File: src/uvf_pkg.sv
package uvf_pkg;
   localparam int          NUM_RAILS     = 2;
   localparam int          PAGE_W        = 1;
   localparam logic [7:0]  CMD_UV_LIMIT  = 8'h44;
   localparam logic [7:0]  CMD_UV_RESP   = 8'h45;
   localparam logic [7:0]  RESP_RESET    = 8'h80;
   localparam int          ACT_HI        = 7;
   localparam int          ACT_LO        = 6;
   localparam int          RETRY_HI      = 5;
   localparam int          RETRY_LO      = 3;
   localparam int          DELAY_HI      = 2;
   localparam int          DELAY_LO      = 0;
   localparam logic [2:0]  RETRY_NONE    = 3'h0;
   localparam logic [2:0]  RETRY_ALWAYS  = 3'h7;
   localparam int          VOUT_FRAC     = 13;
   // 0.85 as 17/20
   localparam logic [4:0]  UV_SCALE_NUM  = 5'h11;
   localparam logic [4:0]  UV_SCALE_DEN  = 5'h14;
   localparam int          CLK_HZ        = 10_000_000;
   localparam int          RETRY_UNIT_MS = 35;
   localparam int          RETRY_UNIT_CYC = CLK_HZ / 1000 * RETRY_UNIT_MS;
   localparam int          TMR_W         = 22;
   typedef enum logic [3:0] {
      UVF_OFF   = 4'b0001,
      UVF_RAMP  = 4'b0010,
      UVF_ON    = 4'b0100,
      UVF_WAIT  = 4'b1000
   } uvf_state_t;
endpackage

File: src/uvf_fault_ctrl.sv
`timescale 1ns/1ns
`default_nettype none
// Contract
// - compare output, mask during ramp/disabled/pre-good
// - threshold is 16-bit, LSB two^-13 volts
// - startup threshold is 0.85 times strap setpoint
// - response byte resets to 80h
// - action codes 10/11 disable then retry
// - fault drives alert low, sticky status bit
// - retry 000 stays off until restart
// - retry 111 restarts until commanded off
// - retry delay (code+1) times 35 ms
// - delay runs attempt start to next start
// - both settings paged, read/write, protected
module uvf_fault_ctrl
   import uvf_pkg::*;
#(
   parameter int UNIT_CYC = RETRY_UNIT_CYC
) (
   input  wire logic              clk_sys_i,
   input  wire logic              resetn_i,
   input  wire logic [15:0]       setpoint_strap_i,
   input  wire logic [PAGE_W-1:0] page_i,
   input  wire logic [7:0]        cmd_code_i,
   input  wire logic              wr_en_i,
   input  wire logic [15:0]       wr_data_i,
   input  wire logic              write_protect_i,
   input  wire logic              clear_faults_i,
   input  wire logic [NUM_RAILS-1:0]        rail_on_i,
   input  wire logic [NUM_RAILS-1:0][15:0]  vout_i,
   input  wire logic [NUM_RAILS-1:0]        ramp_done_i,
   input  wire logic [NUM_RAILS-1:0]        output_good_flag_i,
   output logic      [15:0]       rd_data_o,
   output logic      [NUM_RAILS-1:0]        rail_enable_o,
   output logic      [NUM_RAILS-1:0]        uv_fault_status_o,
   output logic                   alert_out_n_o
);
   logic [15:0]          uv_default;
   logic [NUM_RAILS-1:0] tmr_start;
   logic [NUM_RAILS-1:0] tmr_done;
   logic [NUM_RAILS-1:0] uv_event;

   uvf_threshold_init u_init (
      .setpoint_strap_i (setpoint_strap_i),
      .uv_default_o     (uv_default)
   );

   typedef struct packed {
      logic                           loaded;
      logic [NUM_RAILS-1:0][15:0]     limit;
      logic [NUM_RAILS-1:0][7:0]      resp;
      uvf_state_t [NUM_RAILS-1:0]     state;
      logic [NUM_RAILS-1:0]           status;
      logic [NUM_RAILS-1:0]           enable;
      logic [15:0]                    rd_data;
      logic                           alert_n;
   } uvf_ctrl_t;
   uvf_ctrl_t st, next_st;

   genvar g;
   generate
      for (g = 0; g < NUM_RAILS; g++) begin : g_rail
         // only armed once the rail is up and good
         assign uv_event[g] = (st.state[g] == UVF_ON) && rail_on_i[g] && ramp_done_i[g]
                              && output_good_flag_i[g]
                              && (vout_i[g] < st.limit[g]);
         // every attempt start restarts the delay
         assign tmr_start[g] = (st.state[g] != UVF_RAMP) && (next_st.state[g] == UVF_RAMP);
         uvf_retry_timer #(
            .UNIT_CYC (UNIT_CYC)
         ) u_tmr (
            .clk_sys_i    (clk_sys_i),
            .resetn_i     (resetn_i),
            .start_i      (tmr_start[g]),
            .delay_code_i (st.resp[g][DELAY_HI:DELAY_LO]),
            .done_o       (tmr_done[g])
         );

         // checks per rail
         chk_resp_reset: assert property (
            @(posedge clk_sys_i)
            $rose(resetn_i)
            |-> st.resp[g] == RESP_RESET
         )
         else $error("response not at reset value");

         chk_default_load: assert property (
            @(posedge clk_sys_i) disable iff (!resetn_i)
            !st.loaded
            |=> st.limit[g] == $past(uv_default) || $past(wr_en_i)
         )
         else $error("threshold default wrong");

         chk_alert_follows: assert property (
            @(posedge clk_sys_i) disable iff (!resetn_i)
            uv_event[g] && st.resp[g][ACT_HI]
            |=> !alert_out_n_o && uv_fault_status_o[g]
         )
         else $error("alert not raised on fault");

         chk_status_sticky: assert property (
            @(posedge clk_sys_i) disable iff (!resetn_i)
            uv_fault_status_o[g] && !clear_faults_i
            |=> uv_fault_status_o[g]
         )
         else $error("status cleared without command");

         chk_clear_status: assert property (
            @(posedge clk_sys_i) disable iff (!resetn_i)
            clear_faults_i && !uv_event[g]
            |=> !uv_fault_status_o[g]
         )
         else $error("status not cleared by command");

         chk_mask_ramp: assert property (
            @(posedge clk_sys_i) disable iff (!resetn_i)
            !uv_fault_status_o[g] && (st.state[g] != UVF_ON || !rail_on_i[g]
               || !ramp_done_i[g] || !output_good_flag_i[g])
            |=> !uv_fault_status_o[g]
         )
         else $error("fault not masked");

         chk_good_arm: assert property (
            @(posedge clk_sys_i) disable iff (!resetn_i)
            st.state[g] == UVF_RAMP && rail_on_i[g]
               && ramp_done_i[g] && output_good_flag_i[g]
            |=> st.state[g] == UVF_ON
         )
         else $error("check not armed at good");

         chk_disable_fault: assert property (
            @(posedge clk_sys_i) disable iff (!resetn_i)
            uv_event[g] && st.resp[g][ACT_HI]
            |=> !rail_enable_o[g]
         )
         else $error("output not disabled");

         chk_unused_action: assert property (
            @(posedge clk_sys_i) disable iff (!resetn_i)
            uv_event[g] && !st.resp[g][ACT_HI] && !uv_fault_status_o[g]
            |=> !uv_fault_status_o[g]
         )
         else $error("unused action raised fault");

         chk_noretry_off: assert property (
            @(posedge clk_sys_i) disable iff (!resetn_i)
            uv_event[g] && st.resp[g][RETRY_HI:RETRY_LO] == RETRY_NONE && st.resp[g][ACT_HI]
            |=> st.state[g] == UVF_OFF ##1 !rail_enable_o[g]
         )
         else $error("no-retry not off");

         chk_off_hold: assert property (
            @(posedge clk_sys_i) disable iff (!resetn_i)
            st.state[g] == UVF_OFF && uv_fault_status_o[g]
            |=> !rail_enable_o[g]
         )
         else $error("faulted rail restarted");

         chk_retry_wait: assert property (
            @(posedge clk_sys_i) disable iff (!resetn_i)
            uv_event[g] && st.resp[g][RETRY_HI:RETRY_LO] == RETRY_ALWAYS
               && st.resp[g][ACT_HI] && rail_on_i[g]
            |=> st.state[g] == UVF_WAIT
         )
         else $error("retry not entered");

         chk_wait_off: assert property (
            @(posedge clk_sys_i) disable iff (!resetn_i)
            st.state[g] == UVF_WAIT && !rail_on_i[g]
            |=> st.state[g] == UVF_OFF && !rail_enable_o[g]
         )
         else $error("retry not ended by off");

         chk_wait_restart: assert property (
            @(posedge clk_sys_i) disable iff (!resetn_i)
            st.state[g] == UVF_WAIT && tmr_done[g] && rail_on_i[g]
            |=> st.state[g] == UVF_RAMP && rail_enable_o[g]
         )
         else $error("retry attempt not started");

         chk_wp_hold: assert property (
            @(posedge clk_sys_i) disable iff (!resetn_i)
            st.loaded && write_protect_i
            |=> $stable(st.limit[g]) && $stable(st.resp[g])
         )
         else $error("protected write took effect");

         chk_rd_limit: assert property (
            @(posedge clk_sys_i) disable iff (!resetn_i)
            cmd_code_i == CMD_UV_LIMIT && page_i == PAGE_W'(g)
            |=> rd_data_o == $past(st.limit[g])
         )
         else $error("limit readback wrong");

         // scenario covers
         cov_fault: cover property (
            @(posedge clk_sys_i) uv_event[g]);
         cov_retry: cover property (
            @(posedge clk_sys_i) st.state[g] == UVF_WAIT ##1 st.state[g] == UVF_RAMP);
         cov_clear: cover property (
            @(posedge clk_sys_i) uv_fault_status_o[g] ##1 !uv_fault_status_o[g]);
         cov_unused: cover property (
            @(posedge clk_sys_i) uv_event[g] && !st.resp[g][ACT_HI]);
         cov_wp_write: cover property (
            @(posedge clk_sys_i) wr_en_i && write_protect_i);
      end
   endgenerate

   always_comb begin
      next_st = st;
      if (!st.loaded) begin
         next_st.loaded = 1'b1;
         for (int i = 0; i < NUM_RAILS; i++) begin
            next_st.limit[i] = uv_default;
         end
      end
      if (wr_en_i && !write_protect_i) begin
         if (cmd_code_i == CMD_UV_LIMIT) begin
            next_st.limit[page_i] = wr_data_i;
         end else if (cmd_code_i == CMD_UV_RESP) begin
            next_st.resp[page_i] = wr_data_i[7:0];
         end
      end
      unique case (cmd_code_i)
         CMD_UV_LIMIT: next_st.rd_data = st.limit[page_i];
         CMD_UV_RESP:  next_st.rd_data = {8'h00, st.resp[page_i]};
         default:      next_st.rd_data = 16'h0000;
      endcase
      for (int i = 0; i < NUM_RAILS; i++) begin
         if (clear_faults_i) begin
            next_st.status[i] = 1'b0;
         end
         if (uv_event[i] && st.resp[i][ACT_HI]) begin
            next_st.status[i] = 1'b1;
         end
         unique case (st.state[i])
            UVF_OFF: begin
               next_st.enable[i] = 1'b0;
               if (rail_on_i[i] && !st.status[i]) begin
                  next_st.state[i]  = UVF_RAMP;
                  next_st.enable[i] = 1'b1;
               end
            end
            UVF_RAMP: begin
               next_st.enable[i] = 1'b1;
               if (!rail_on_i[i]) begin
                  next_st.state[i]  = UVF_OFF;
                  next_st.enable[i] = 1'b0;
               end else if (ramp_done_i[i] && output_good_flag_i[i]) begin
                  next_st.state[i] = UVF_ON;
               end
            end
            UVF_ON: begin
               if (!rail_on_i[i]) begin
                  next_st.state[i]  = UVF_OFF;
                  next_st.enable[i] = 1'b0;
               end else if (uv_event[i] && st.resp[i][ACT_HI]) begin
                  next_st.enable[i] = 1'b0;
                  if (st.resp[i][RETRY_HI:RETRY_LO] == RETRY_ALWAYS) begin
                     next_st.state[i] = UVF_WAIT;
                  end else begin
                     next_st.state[i] = UVF_OFF;
                  end
               end
            end
            UVF_WAIT: begin
               next_st.enable[i] = 1'b0;
               if (!rail_on_i[i]) begin
                  next_st.state[i] = UVF_OFF;
               end else if (tmr_done[i]) begin
                  next_st.state[i]  = UVF_RAMP;
                  next_st.enable[i] = 1'b1;
               end
            end
            default: begin
               next_st.state[i]  = UVF_OFF;
               next_st.enable[i] = 1'b0;
            end
         endcase
      end
      next_st.alert_n = ~(|next_st.status);
   end

   always_ff @(posedge clk_sys_i or negedge resetn_i) begin
      if (!resetn_i) begin
         st         <= '0;
         st.resp    <= {NUM_RAILS{RESP_RESET}};
         for (int i = 0; i < NUM_RAILS; i++) begin
            st.state[i] <= UVF_OFF;
         end
         st.alert_n <= 1'b1;
      end else begin
         st <= next_st;
      end
   end

   assign rd_data_o         = st.rd_data;
   assign rail_enable_o     = st.enable;
   assign uv_fault_status_o = st.status;
   assign alert_out_n_o     = st.alert_n;

endmodule
`default_nettype wire

File: src/uvf_threshold_init.sv
`timescale 1ns/1ns
`default_nettype none
module uvf_threshold_init
   import uvf_pkg::*;
(
   input  wire logic [15:0] setpoint_strap_i,
   output logic      [15:0] uv_default_o
);
   logic [20:0] prod;
   always_comb begin
      prod         = 21'(setpoint_strap_i) * 21'(UV_SCALE_NUM);
      uv_default_o = 16'(prod / 21'(UV_SCALE_DEN));
   end
endmodule
`default_nettype wire

File: src/uvf_retry_timer.sv
`timescale 1ns/1ns
`default_nettype none
module uvf_retry_timer
   import uvf_pkg::*;
#(
   parameter int UNIT_CYC = RETRY_UNIT_CYC
) (
   input  wire logic       clk_sys_i,
   input  wire logic       resetn_i,
   input  wire logic       start_i,
   input  wire logic [2:0] delay_code_i,
   output logic            done_o
);
   typedef struct packed {
      logic [TMR_W-1:0] unit_cnt;
      logic [3:0]       units;
      logic             run;
      logic             done;
   } uvf_tmr_t;
   uvf_tmr_t st, next_st;
   always_comb begin
      next_st = st;
      if (start_i) begin
         // done stays up until the next attempt starts
         next_st.run      = 1'b1;
         next_st.done     = 1'b0;
         next_st.unit_cnt = '0;
         next_st.units    = 4'(delay_code_i) + 4'h1;
      end else if (st.run) begin
         if (st.unit_cnt == TMR_W'(UNIT_CYC - 1)) begin
            next_st.unit_cnt = '0;
            next_st.units    = st.units - 4'h1;
            if (st.units == 4'h1) begin
               next_st.run  = 1'b0;
               next_st.done = 1'b1;
            end
         end else begin
            next_st.unit_cnt = st.unit_cnt + TMR_W'(1);
         end
      end
   end
   always_ff @(posedge clk_sys_i or negedge resetn_i) begin
      if (!resetn_i) begin
         st <= '0;
      end else begin
         st <= next_st;
      end
   end
   assign done_o = st.done;
endmodule
`default_nettype wire

File: config.mk
export PLATFORM = sky130hd
export DESIGN_NAME = uvf_fault_ctrl
export DESIGN_NICKNAME = d
export VERILOG_FILES = /design/src/uvf_pkg.sv /design/src/uvf_fault_ctrl.sv /design/src/uvf_threshold_init.sv /design/src/uvf_retry_timer.sv
export SDC_FILE = /design/constraint.sdc
export NUM_CORES = 1
export LEC_CHECK = 0
export BUFFER_PORTS_ARGS = -buffer_cell sky130_fd_sc_hd__buf_2
export CAP_MARGIN = 20
export CORE_MARGIN = 10
export CORE_UTILIZATION = 46
export CTS_CLUSTER_SIZE = 24
export DETAILED_ROUTE_END_ITERATION = 12
export GPL_TIMING_DRIVEN = 0
export PLACE_DENSITY = 0.65
export SLEW_MARGIN = 20
export SYNTH_ARGS = -nofsm -noshare
export SYNTH_HDL_FRONTEND = slang
export SYNTH_SLANG_ARGS = --single-unit
File: constraint.sdc
create_clock -name clk_sys_i -period 3.7 [get_ports clk_sys_i]
set_clock_uncertainty 0.2 [all_clocks]
set_input_delay 0.37 -clock clk_sys_i [delete_from_list [all_inputs] [get_ports clk_sys_i]]
set_output_delay 0.37 -clock clk_sys_i [all_outputs]
set_load 0.01 [all_outputs]
* Yosys cells after proc, flatten, opt, wreduce, memory -nomap -nowiden
Cells that the tools add are included.
W data, S select, Z words.
** Word-level totals
- Output and inout bits :: 21
- Register bits :: 134
- Word-level logic and storage cells :: 151
- Bits of input ports :: 84
- Bits in read-only memories :: 0
- Memory bits (writable) :: 0
- Memories :: 0
- Latch bits :: 0
** Operators by class
- Bitwise gates (word level) :: 2
- Eq/ne operators :: 22
- $mul :: 1
- Reduce and logical (&&, ||, !) cells :: 33
- Divide/modulo/power cells :: 1
- Add/sub/neg operators :: 6
- Muxes and demuxes :: 62
- Order comparisons :: 4
- Shifts and indexed selects :: 0
** Operators by type and width (number)
- $mux W28 :: 4
- $mux W16 :: 5
- $mux W32 :: 2
- $mux W4 :: 16
- $mux W48 :: 1
- $add A22 B1 Y22 const B :: 2
- $eq A22 B19 Y1 const B :: 2
- $mux W22 :: 2
- $bwmux W32 :: 1
- $lt A16 B16 Y1 :: 2
- $pmux W16 S2 :: 1
- $pmux W4 S4 :: 2
- $mux W8 :: 3
- $div A21 B5 Y21 const B :: 1
- $mul A16 B5 Y21 const B :: 1
- $logic_and A1 B1 Y1 :: 18
- $bwmux W16 :: 1
- $demux W16 S1 :: 1
- $eq A4 B1 Y1 const B :: 4
- $eq A4 B2 Y1 const B :: 4
- $eq A8 B7 Y1 const B :: 2
- $mux W1 :: 16
- $mux W6 :: 2
- $reduce_bool A2 Y1 :: 6
- other kinds (17) :: 32

* Depth between registers and ports, before layout
Gate-level depths: netlist (run 1).
- Depth after elaboration :: 13
- Mapped depth :: 32

* By module
Synthesis (run 1) repeated with hierarchy kept, for this count alone.
** Second synthesis, totals
- Cell total of the unflattened synthesis :: 1363
- Area total of the unflattened synthesis :: 11853.9 um^2
** Modules (own cells, without submodules)
- uvf_fault_ctrl :: area each 4488.1 um^2, instances 1, seq. area each 1958.1 um^2, cells each 460
- uvf_threshold_init :: area each 3822.4 um^2, instances 1, seq. area each 0.0 um^2, cells each 511
- uvf_retry_timer :: area each 1771.7 um^2, instances 2, seq. area each 700.7 um^2, cells each 196

* Worst setup path before layout (run 1)
Ideal clock, no wire load.
- Kind :: input port to flip-flop
- Start point :: input port setpoint_strap_i[1]
- End point :: register st[61] (netlist name)
- Arrival time :: 7530 ps
- Path slack :: -4161 ps
- Cell stages on the path :: 29
- Cell sequence :: ha_1 ha_1 fa_1 a21o_1 a221oi_2 a21oi_4 a21oi_4 mux2_4 nand2b_1 or4_1 nand4_1 a32o_2 buf_2 nor3_1 nand4bb_1 o32a_1 and2_4 buf_6 o31a_4 or3_4 o311a_1 and3_4 buf_6 nor3_4 a211oi_1 or4_4 o211a_1 a32oi_1 o21ai_1
** RTL lines
- start, declared :: RTL line uvf_fault_ctrl.sv:22 : input wire logic [15:0] setpoint_strap_i,
- end signal, assigned :: RTL line uvf_fault_ctrl.sv:293 : st <= next_st;
- end, declared :: RTL line uvf_fault_ctrl.sv:58 : uvf_ctrl_t st, next_st;

==> reports/summary.md, run 1 <==
The root buffer cell chosen for the clock tree is sky130_fd_sc_hd__clkbuf_16. The run gives 106 as the number of unique standard cell types used by synthesis. For this block, the initial DRC count from the detailed router was 1,174. Buffers placed on the I/O ports in this run total 102.

The total power per unit cell area was 859 nW/µm²; the number of levels the H-tree was split into was 4. After detailed routing, the average wire length per cell comes to 18.7 µm. The count of buffer and inverter cells on the critical path works out to 4.

Using the TritonRoute via totals, the vias-per-cell ratio works out to 6.13. By area the synthesized netlist is led by sky130_fd_sc_hd__dfrtp_1, sky130_fd_sc_hd__o21ai_0, sky130_fd_sc_hd__ha_1. The worst hold path stage count is 3.

Type of the worst min-delay path: in -> reg. The detail route stage leaves a number of antenna-violating nets equal to 0. Among all stages on the critical path, the largest delay is contributed by sky130_fd_sc_hd__or4_4. The tools report the final instance area as 14,800 µm². The count of mapped cells out of synthesis is 1,347, and the global placer's final weighted congestion is 0.922. The number of clock buffers inserted by TritonCTS was 17; the total wire length was 35,800 µm.

For this design the static power due to leakage is 6.35 nW. The maximum clock path buffer count was 2; the register bit count reported by yosys was 134. The share of async-settable or async-resettable flops after synthesis works out to 1.00. The via count of the first global-routing pass was 10,900; the number of stages on the worst setup path was 31. Sorting the synthesized cells by how often they occur yields sky130_fd_sc_hd__o21ai_0, sky130_fd_sc_hd__nand2_1, sky130_fd_sc_hd__dfrtp_1. The worst hold path terminates at st[66]. By instance count, the leading cell after synthesis is sky130_fd_sc_hd__o21ai_0. The post-CTS clock slew at the launch and capture registers of the worst setup and hold paths is 0.06 ns.

The sequential group share of total power was 0.158; the worst endpoint required time was 3.80 ns. The minimum setup slack in the final design was -3.89 ns. Largest area contributor in the netlist: sky130_fd_sc_hd__dfrtp_1. Counting every sink on the clock net gives 134. The global-route total usage across every layer was 0.213.

Combinational group share of total power: 0.714. The worst slew margin relative to its limit is 0.290, and the mean area per synthesized cell is 8.25 µm². The reg-to-reg critical path startpoint was st[62]. Cell internal power was estimated by the tool at 0.00694 W. In this run the critical register-to-register path is captured at st[28]. Before antenna repair, the detailed router went through 7 iterations. The floorplan has 56 rows. Number of cells on the worst reg-to-reg path: 23. For the pin with the worst max-slew slack, the measured transition is 1.06 ns. Post-synth net total: 1,494. The overall die width came out at 175 µm. TritonCTS built the clock tree. The first global-routing pass estimated 54,600 µm of wire. The number of nets in the layout is 1,727. For the worst setup path, the data arrival time is 7.69 ns. The critical setup path kind is in -> reg.

The wire-length estimate of the detail-placed layout is 24,200 µm. The tools report the share of synthesized area occupied by flip-flops and latches as 0.302. The power share of the clock group is 0.128, and the critical-path maximum fanout is 8. In this run the count of I/O pins placed on the die edge is 105. The overall die area was 30,800 µm²; the peak supply drop was 1.41 mV.

For the number of design rule violations left after detail routing, the log shows 0. Across the run, the number of max-cap violations was 0. For the worst-skew pair, the clock arrives at the later sink with an insertion delay of 0.43 ns. The share of the clock period used by the worst path after layout is 2.05, and the worst setup timing slack at the placement stage is -4.92 ns. After layout, the design draws a total of 0.0127 W.

The run gives 0 as the number of synthesis warnings. The number of antenna violations at the first check in global routing is 0, and the cell area reported after detailed placement is 12,200 µm². The number of max-slew violations in the final report is 0, and the area share of the largest cell type after synthesis is 0.291. The clock period minus worst slack is 7.59 ns. The worst hold path begins at wr_data_i[5]. The synthesized design contains 0 enable-type register cells. The vertical die dimension was 175 µm; the fraction of final layout cells with drive strength greater than 1 was 0.325.

STA classifies the critical path startpoint as a primary input. The run finished, with violations left. For this design the total switching power over the nets is 0.00575 W. The area growth from synthesis to final layout was 33.0%; the longest individual stage delay on the worst path was 0.60 ns. Across all register-to-register paths, the minimum setup slack is -0.15 ns. The type of element capturing the critical path was a flip-flop.

The final hold violation count is 0, and the total congestion overflow after global routing is 0. The starting density of the core is 0.471. The final reports fail on setup timing. The tools report the total of endpoints with negative setup slack in the final report as 33. In this run the cell area of the synthesized design comes to 11,100 µm².

The predominant post-synthesis flop cell is sky130_fd_sc_hd__dfrtp_1. The fmax is 132 MHz, and the placeable core area is 23,600 µm². The pin count of the biggest net entering global routing is 99.

Setup repair after global routing could not meet its margin everywhere. The switching part of the total power was 0.453. The category of cells accounting for the largest share of critical-path delay was compound AO/OA/AOI/OAI gates. The logs give 0 for the antenna diode instance count and 11,700 for the detailed-route via count.
[stage by stage]
| step | util | std cells | hold WS (ns) | setup TNS, ns |
|---|---|---|---|---|
| 2_1_floorplan | - | 1347 | -0.126 | -54.10 |
| 3_5_place_dp | 0.517 | 1769 | 0.0633 | -88.79 |
| 3_3_place_gp | 0.516 | 1768 | 0.263 | -87.63 |
| 5_1_grt | 0.626 | 1912 | 0.0152 | -68.06 |
| 6_report | 0.626 | 1912 | 0.0143 | -60.40 |
| 4_1_cts | 0.594 | 1879 | 0.00167 | -53.43 |
[logic make-up after synthesis]
logic type                 share of synthesized area
and+or+nand+nor                                0.222
AOI/OAI and AO/OA                              0.262
buffers and inverters                         0.0588
DFF                                            0.302
adders and majority gates                     0.0743
muxes                                         0.0551
xor gates and xnor gates                      0.0251
other                                       0.000338
[layout by cell type, fill, tap and decap left out, drive strengths merged, types with 8 or more instances in the layout]
cell type      n
a211oi        15
a21o          11
a21oi         76
a31oi         16
and2          19
and3          25
buf          244
clkbuf        71
dfrtp        129
dlygate4sd3   10
ha            62
inv           52
mux2          18
mux2i         18
mux4          10
nand2        156
nand2b        17
nand3         48
nand4         18
nor2         104
nor2b         28
nor3          25
nor4          15
nor4b          8
o211ai        16
o21ai        167
o221ai         8
o22ai         10
o31ai         17
or2           10
xnor2         14
xor2          17
[worst max path at each step]
stage	startpoint	end	slack (ns)
2_1_floorplan	setpoint_strap_i[5]	st[45]	-3.71
3_3_place_gp	setpoint_strap_i[5]	st[62]	-4.89
3_5_place_dp	setpoint_strap_i[5]	st[62]	-4.92
4_1_cts	setpoint_strap_i[1]	st[45]	-3.59
5_1_grt	setpoint_strap_i[9]	st[45]	-4.17
6_report	setpoint_strap_i[5]	st[61]	-3.89
[power by group through the flow]
| stage | Clock [W] | Combinational (W) | Sequential [W] |
|---|---|---|---|
| 6_report | 0.00163 | 0.00906 | 0.00200 |
| 3_5_place_dp | 0 | 0.00568 | 0.00201 |
| 5_1_grt | 0.00171 | 0.00965 | 0.00203 |
| 2_1_floorplan | 0 | 0.00451 | 0.00191 |
| 4_1_cts | 0.00165 | 0.00728 | 0.00199 |
| 3_3_place_gp | 0 | 0.00559 | 0.00200 |
[metal layers]
metal	GRT usage	part of all wire	vias up	wire length (µm)
met3	0.0388	0.058	113	2070
met2	0.359	0.49	462	17400
met1	0.263	0.42	5695	15000
met5	0	0	-	0
li1	-	-	5453	-
met4	0.0841	0.036	0	1290
[timing repair]
| action | in CTS | in global routing |
|---|---|---|
| setup buffers | 70 | 36 |
| gates resized for setup | 151 | 122 |
| gates cloned | 3 | 0 |
| setup endpoints to repair | 39 | 39 |
| endpoints found under the hold margin | 50 | 0 |
| hold buffers | 10 | 0 |
| pin swaps | 76 | 80 |
[final cells by class]
type	instances	area, µm²
Sequential cell	134	3360
Tap cell	319	399
Clock inverter	8	72.6
Fill cell	1949	8830
Timing Repair Buffer	218	1500
Buffer	83	450
Multi-Input combinational cell	1074	8300
Clock buffer	24	502
Inverter	52	195
[tightest hold or removal path, stage by stage]
cell and delay, ns:
sky130_fd_sc_hd__buf_2 0.12, sky130_fd_sc_hd__nand2_1 0.05, sky130_fd_sc_hd__o21ai_1 0.05
Note: power is estimated with default switching activity, not from simulation.
==> inputs of run 2 (changes only) <==
Settings changed: MAX_ROUTING_LAYER set to met4, SYNTH_HIERARCHICAL set to 1.
==> run 2 against run 1 <==
Compared with the run above:
- the run still ends with setup timing left
- setup slack got worse by 0.73 ns
- total power rose by 6.6%
- sequential power fell by 5%
- hold slack better by 0.0062 ns
- utilization rose by 0.48 points
- sequential share of layout area shrank 1.6 points
- wire length rose by 6.0%
- count of clock-buffer cells in the layout down 5
- critical path depth rose by 6
- clock power rose by 11%
- critical endpoint unchanged
- largest cell class unchanged
- largest power group unchanged
==> reports/summary.md, run 2 <==
Mean area per synthesized cell: 8.70 µm². The tree is rooted in a sky130_fd_sc_hd__clkbuf_16. The largest area contributor in the netlist is sky130_fd_sc_hd__dfrtp_1. The logs give 0.283 for the share of synthesized area occupied by flip-flops and latches and 58 for the row count. The vertical die dimension was 181 µm; the number of synthesis warnings was 6. Via count of the first global-routing pass: 11,700. The adder-cell share of the synthesized area came out at 0.0671. Critical setup path kind: in -> reg. Detailed-route via count: 12,000. Before antenna repair, the detailed router went through 5 iterations. The critical-path maximum fanout was 8. The final hold violation count was 0; the minimum setup slack in the final design was -4.61 ns. Clock latency on the worst-skew pair, taken at its later pin, is 0.42 ns. The count of buffer and inverter cells on the critical path works out to 8.

The run gives 1,174 as the violation count after the first detailed-route iteration. Setup TNS: -64.58 ns. For the worst setup path, the data required time is 3.81 ns. In this run, synthesis inferred 0 flip-flops with an integrated enable. The core region is 25,300 µm².

The core occupancy in the finished layout is 0.631. The longest individual stage delay on the worst path was 0.46 ns; the final-layout worst hold slack was 0.0205 ns. Counting stages on the worst path, the most repeated cell is sky130_fd_sc_hd__buf_6.

The share of async-settable or async-resettable flops after synthesis is 1.00. The flow ran to the end, but the final reports show violations. Among all stages on the critical path, the largest delay is contributed by sky130_fd_sc_hd__a2111o_1. The post-synth net total is 1,510.

For the switching power, the log shows 0.00574 W. The worst slew margin relative to its limit is 0.221, and the compound-gate portion of the synthesized area is 0.273. The logs give 0.134 for the power share of the clock group and 4 for the number of levels the H-tree was split into.

TritonCTS built the clock tree. The sequential group share of total power came out at 0.141. The total leakage power is 7.06 nW. The number of antenna violations at the first check in global routing was 0. By area, the combinational part of the netlist is dominated by compound AO/OA/AOI/OAI gates. The total power per unit cell area is 849 nW/µm². The fmax is 120 MHz. In the routed design, unresolved DRC markers number 0. In this run the remaining antenna-violating nets after routing total 0. In the synthesized netlist, the cells that appear most often are sky130_fd_sc_hd__nand2_1, sky130_fd_sc_hd__dfrtp_1, sky130_fd_sc_hd__nor2_1.

The run gives 0.935 as the global placer's final weighted congestion. The worst hold path belongs to the class in -> reg. After technology mapping, the gate count stands at 1,363. In the post-synthesis netlist, the biggest area contributors are sky130_fd_sc_hd__dfrtp_1, sky130_fd_sc_hd__ha_1, sky130_fd_sc_hd__nand2_1. Setup repair after global routing could not meet its margin everywhere. Measured along the x axis, the die boundary spans 181 µm. The run gives 0.469 as the starting density of the core. The final reports fail on setup timing.

Overall die area: 32,600 µm². The register bit count reported by yosys was 134. Xor/xnor cell area share of the yosys netlist: 0.0266. The actual transition at the worst max-transition pin is 1.16 ns.

The first global-routing pass estimated 60,400 µm of wire. Design internal power: 0.00778 W. The logs give 105 for the top-level port count and 0.225 for the global-route total usage across every layer.

After detailed routing, the total wire length is 37,900 µm. The pin count of the biggest net entering global routing came out at 72. The fraction of final layout cells with drive strength greater than 1 works out to 0.349. After the last flow step, the layout net total stands at 1,768. The clock passes through at most 2 buffers. The peak supply drop was 0.698 mV. The run gives 134 as the clock sink count. The switching part of the total power works out to 0.425. In this design, the largest share of critical-path delay is due to compound AO/OA/AOI/OAI gates. Data on the critical path arrives at its endpoint at 8.43 ns. For the number of clock buffers inserted by TritonCTS, the log shows 17. The predominant post-synthesis flop cell is sky130_fd_sc_hd__dfrtp_1. Setup violations remaining at the end of the flow were counted as 24. Summed over all layers, the global routing overflow is 0.

The worst setup path is captured at a flip-flop. The mux contribution to synthesized area is 0.0330. The nature of the critical path startpoint was a primary input.

The clock period minus worst slack is 8.31 ns, and the number of unique standard cell types used by synthesis is 121. For the number of max-slew violations in the final report, the log shows 0. Input and output buffers added on the ports amount to 104.

Counting the fill cells in the layout gives 2,068. The share of the clock period used by the worst path after layout is 2.25, and the post-CTS clock slew at the launch and capture registers of the worst setup and hold paths is 0.06 ns. Area share of the largest cell type after synthesis: 0.272. From synthesis to final layout, the design area changed by 34.4%. Summing every instance area after synthesis gives 11,900 µm². Detailed placement finished with a half-perimeter wire length of 26,900 µm. In the routed layout, each cell is associated on average with a via count of 6.10. The routed length per instance was 19.3 µm; the max-capacitance violation count was 0. The tools report the combinational group share of total power as 0.726. The library cells used most frequently in the layout, excluding fill and tap cells, are sky130_fd_sc_hd__nand2_1, sky130_fd_sc_hd__dfrtp_1, sky130_fd_sc_hd__buf_4. Yosys instantiated no cell more often than sky130_fd_sc_hd__nand2_1. The simple-gate share of the synthesized area was 0.245.
[run 2: final timing paths]
check,start,slack [ns],cells past startpoint,endpoint
setup / recovery,setpoint_strap_i[5],-4.61,37,st[61]
hold / removal,ramp_done_i[1],0.02,2,st[27]
setup reg to reg,st[71],0.69,7,alert_out_n_o
hold reg to reg,rail_enable_o[0],0.31,1,rail_enable_o[0]
max in group asynchronous,resetn_i,2.27,3,asynchronous set/reset pin
min in group asynchronous,resetn_i,0.27,2,g_rail[1].u_tmr/st[20]
[run 2: layout make-up]
| cell class | instances | area, µm² | share of cell area |
|---|---|---|---|
| Inverter | 68 | 263 | 0.0165 |
| Tap cell | 330 | 413 | 0.0259 |
| Antenna cell | 1 | 2.50 | 0.000157 |
| Multi-Input combinational cell | 1082 | 8820 | 0.554 |
| Clock inverter | 13 | 179 | 0.0112 |
| Sequential cell | 134 | 3360 | 0.211 |
| Buffer | 77 | 591 | 0.0371 |
| Clock buffer | 19 | 453 | 0.0284 |
| Timing Repair Buffer | 241 | 1850 | 0.116 |
[run 2: power groups by stage]
stage	registers [W]	clock network (W)	logic, W
2_1_floorplan	0.00186	0	0.00504
3_3_place_gp	0.00191	0	0.00611
3_5_place_dp	0.00192	0	0.00623
4_1_cts	0.00190	0.00183	0.00868
5_1_grt	0.00194	0.00190	0.0105
6_report	0.00191	0.00181	0.00981
[run 2: kinds of logic (layout without fill, tap and decap cells)]
logic type | after synthesis | after routing
and+or+nand+nor | 516 | 516
AOI/OAI and AO/OA | 432 | 432
buffers and inverters | 147 | 418
DFF | 134 | 134
adders and majority gates | 63 | 63
xor gates and xnor gates | 36 | 36
muxes | 34 | 34
other | 1 | 2
[run 2: timing repair]
action	in CTS	in global routing
setup buffers	96	33
endpoints found under the setup margin	24	25
pin swaps	61	45
resized for setup	140	42
endpoints found under the hold margin	71	0
hold buffers	11	0
cloned	0	0
[run 2: through the flow]
step	setup WS [ns]	total power (W)	area, µm²	instances
2_1_floorplan	-4.33	0.00690	12300	1363
3_3_place_gp	-5.39	0.00802	13300	1797
3_5_place_dp	-5.40	0.00815	13300	1798
4_1_cts	-4.45	0.0124	15500	1935
5_1_grt	-4.83	0.0143	15900	1964
6_report	-4.61	0.0135	15900	1965
[run 2: metal layers]
metal / routed length [µm] / share of wire / up-vias / global-route usage
met5: 0 / 0 / - / -
met4: 942 / 0.025 / 0 / 0.0712
met3: 1650 / 0.044 / 75 / 0.0289
met2: 19200 / 0.51 / 396 / 0.384
met1: 16100 / 0.43 / 5858 / 0.271
li1: - / - / 5650 / -
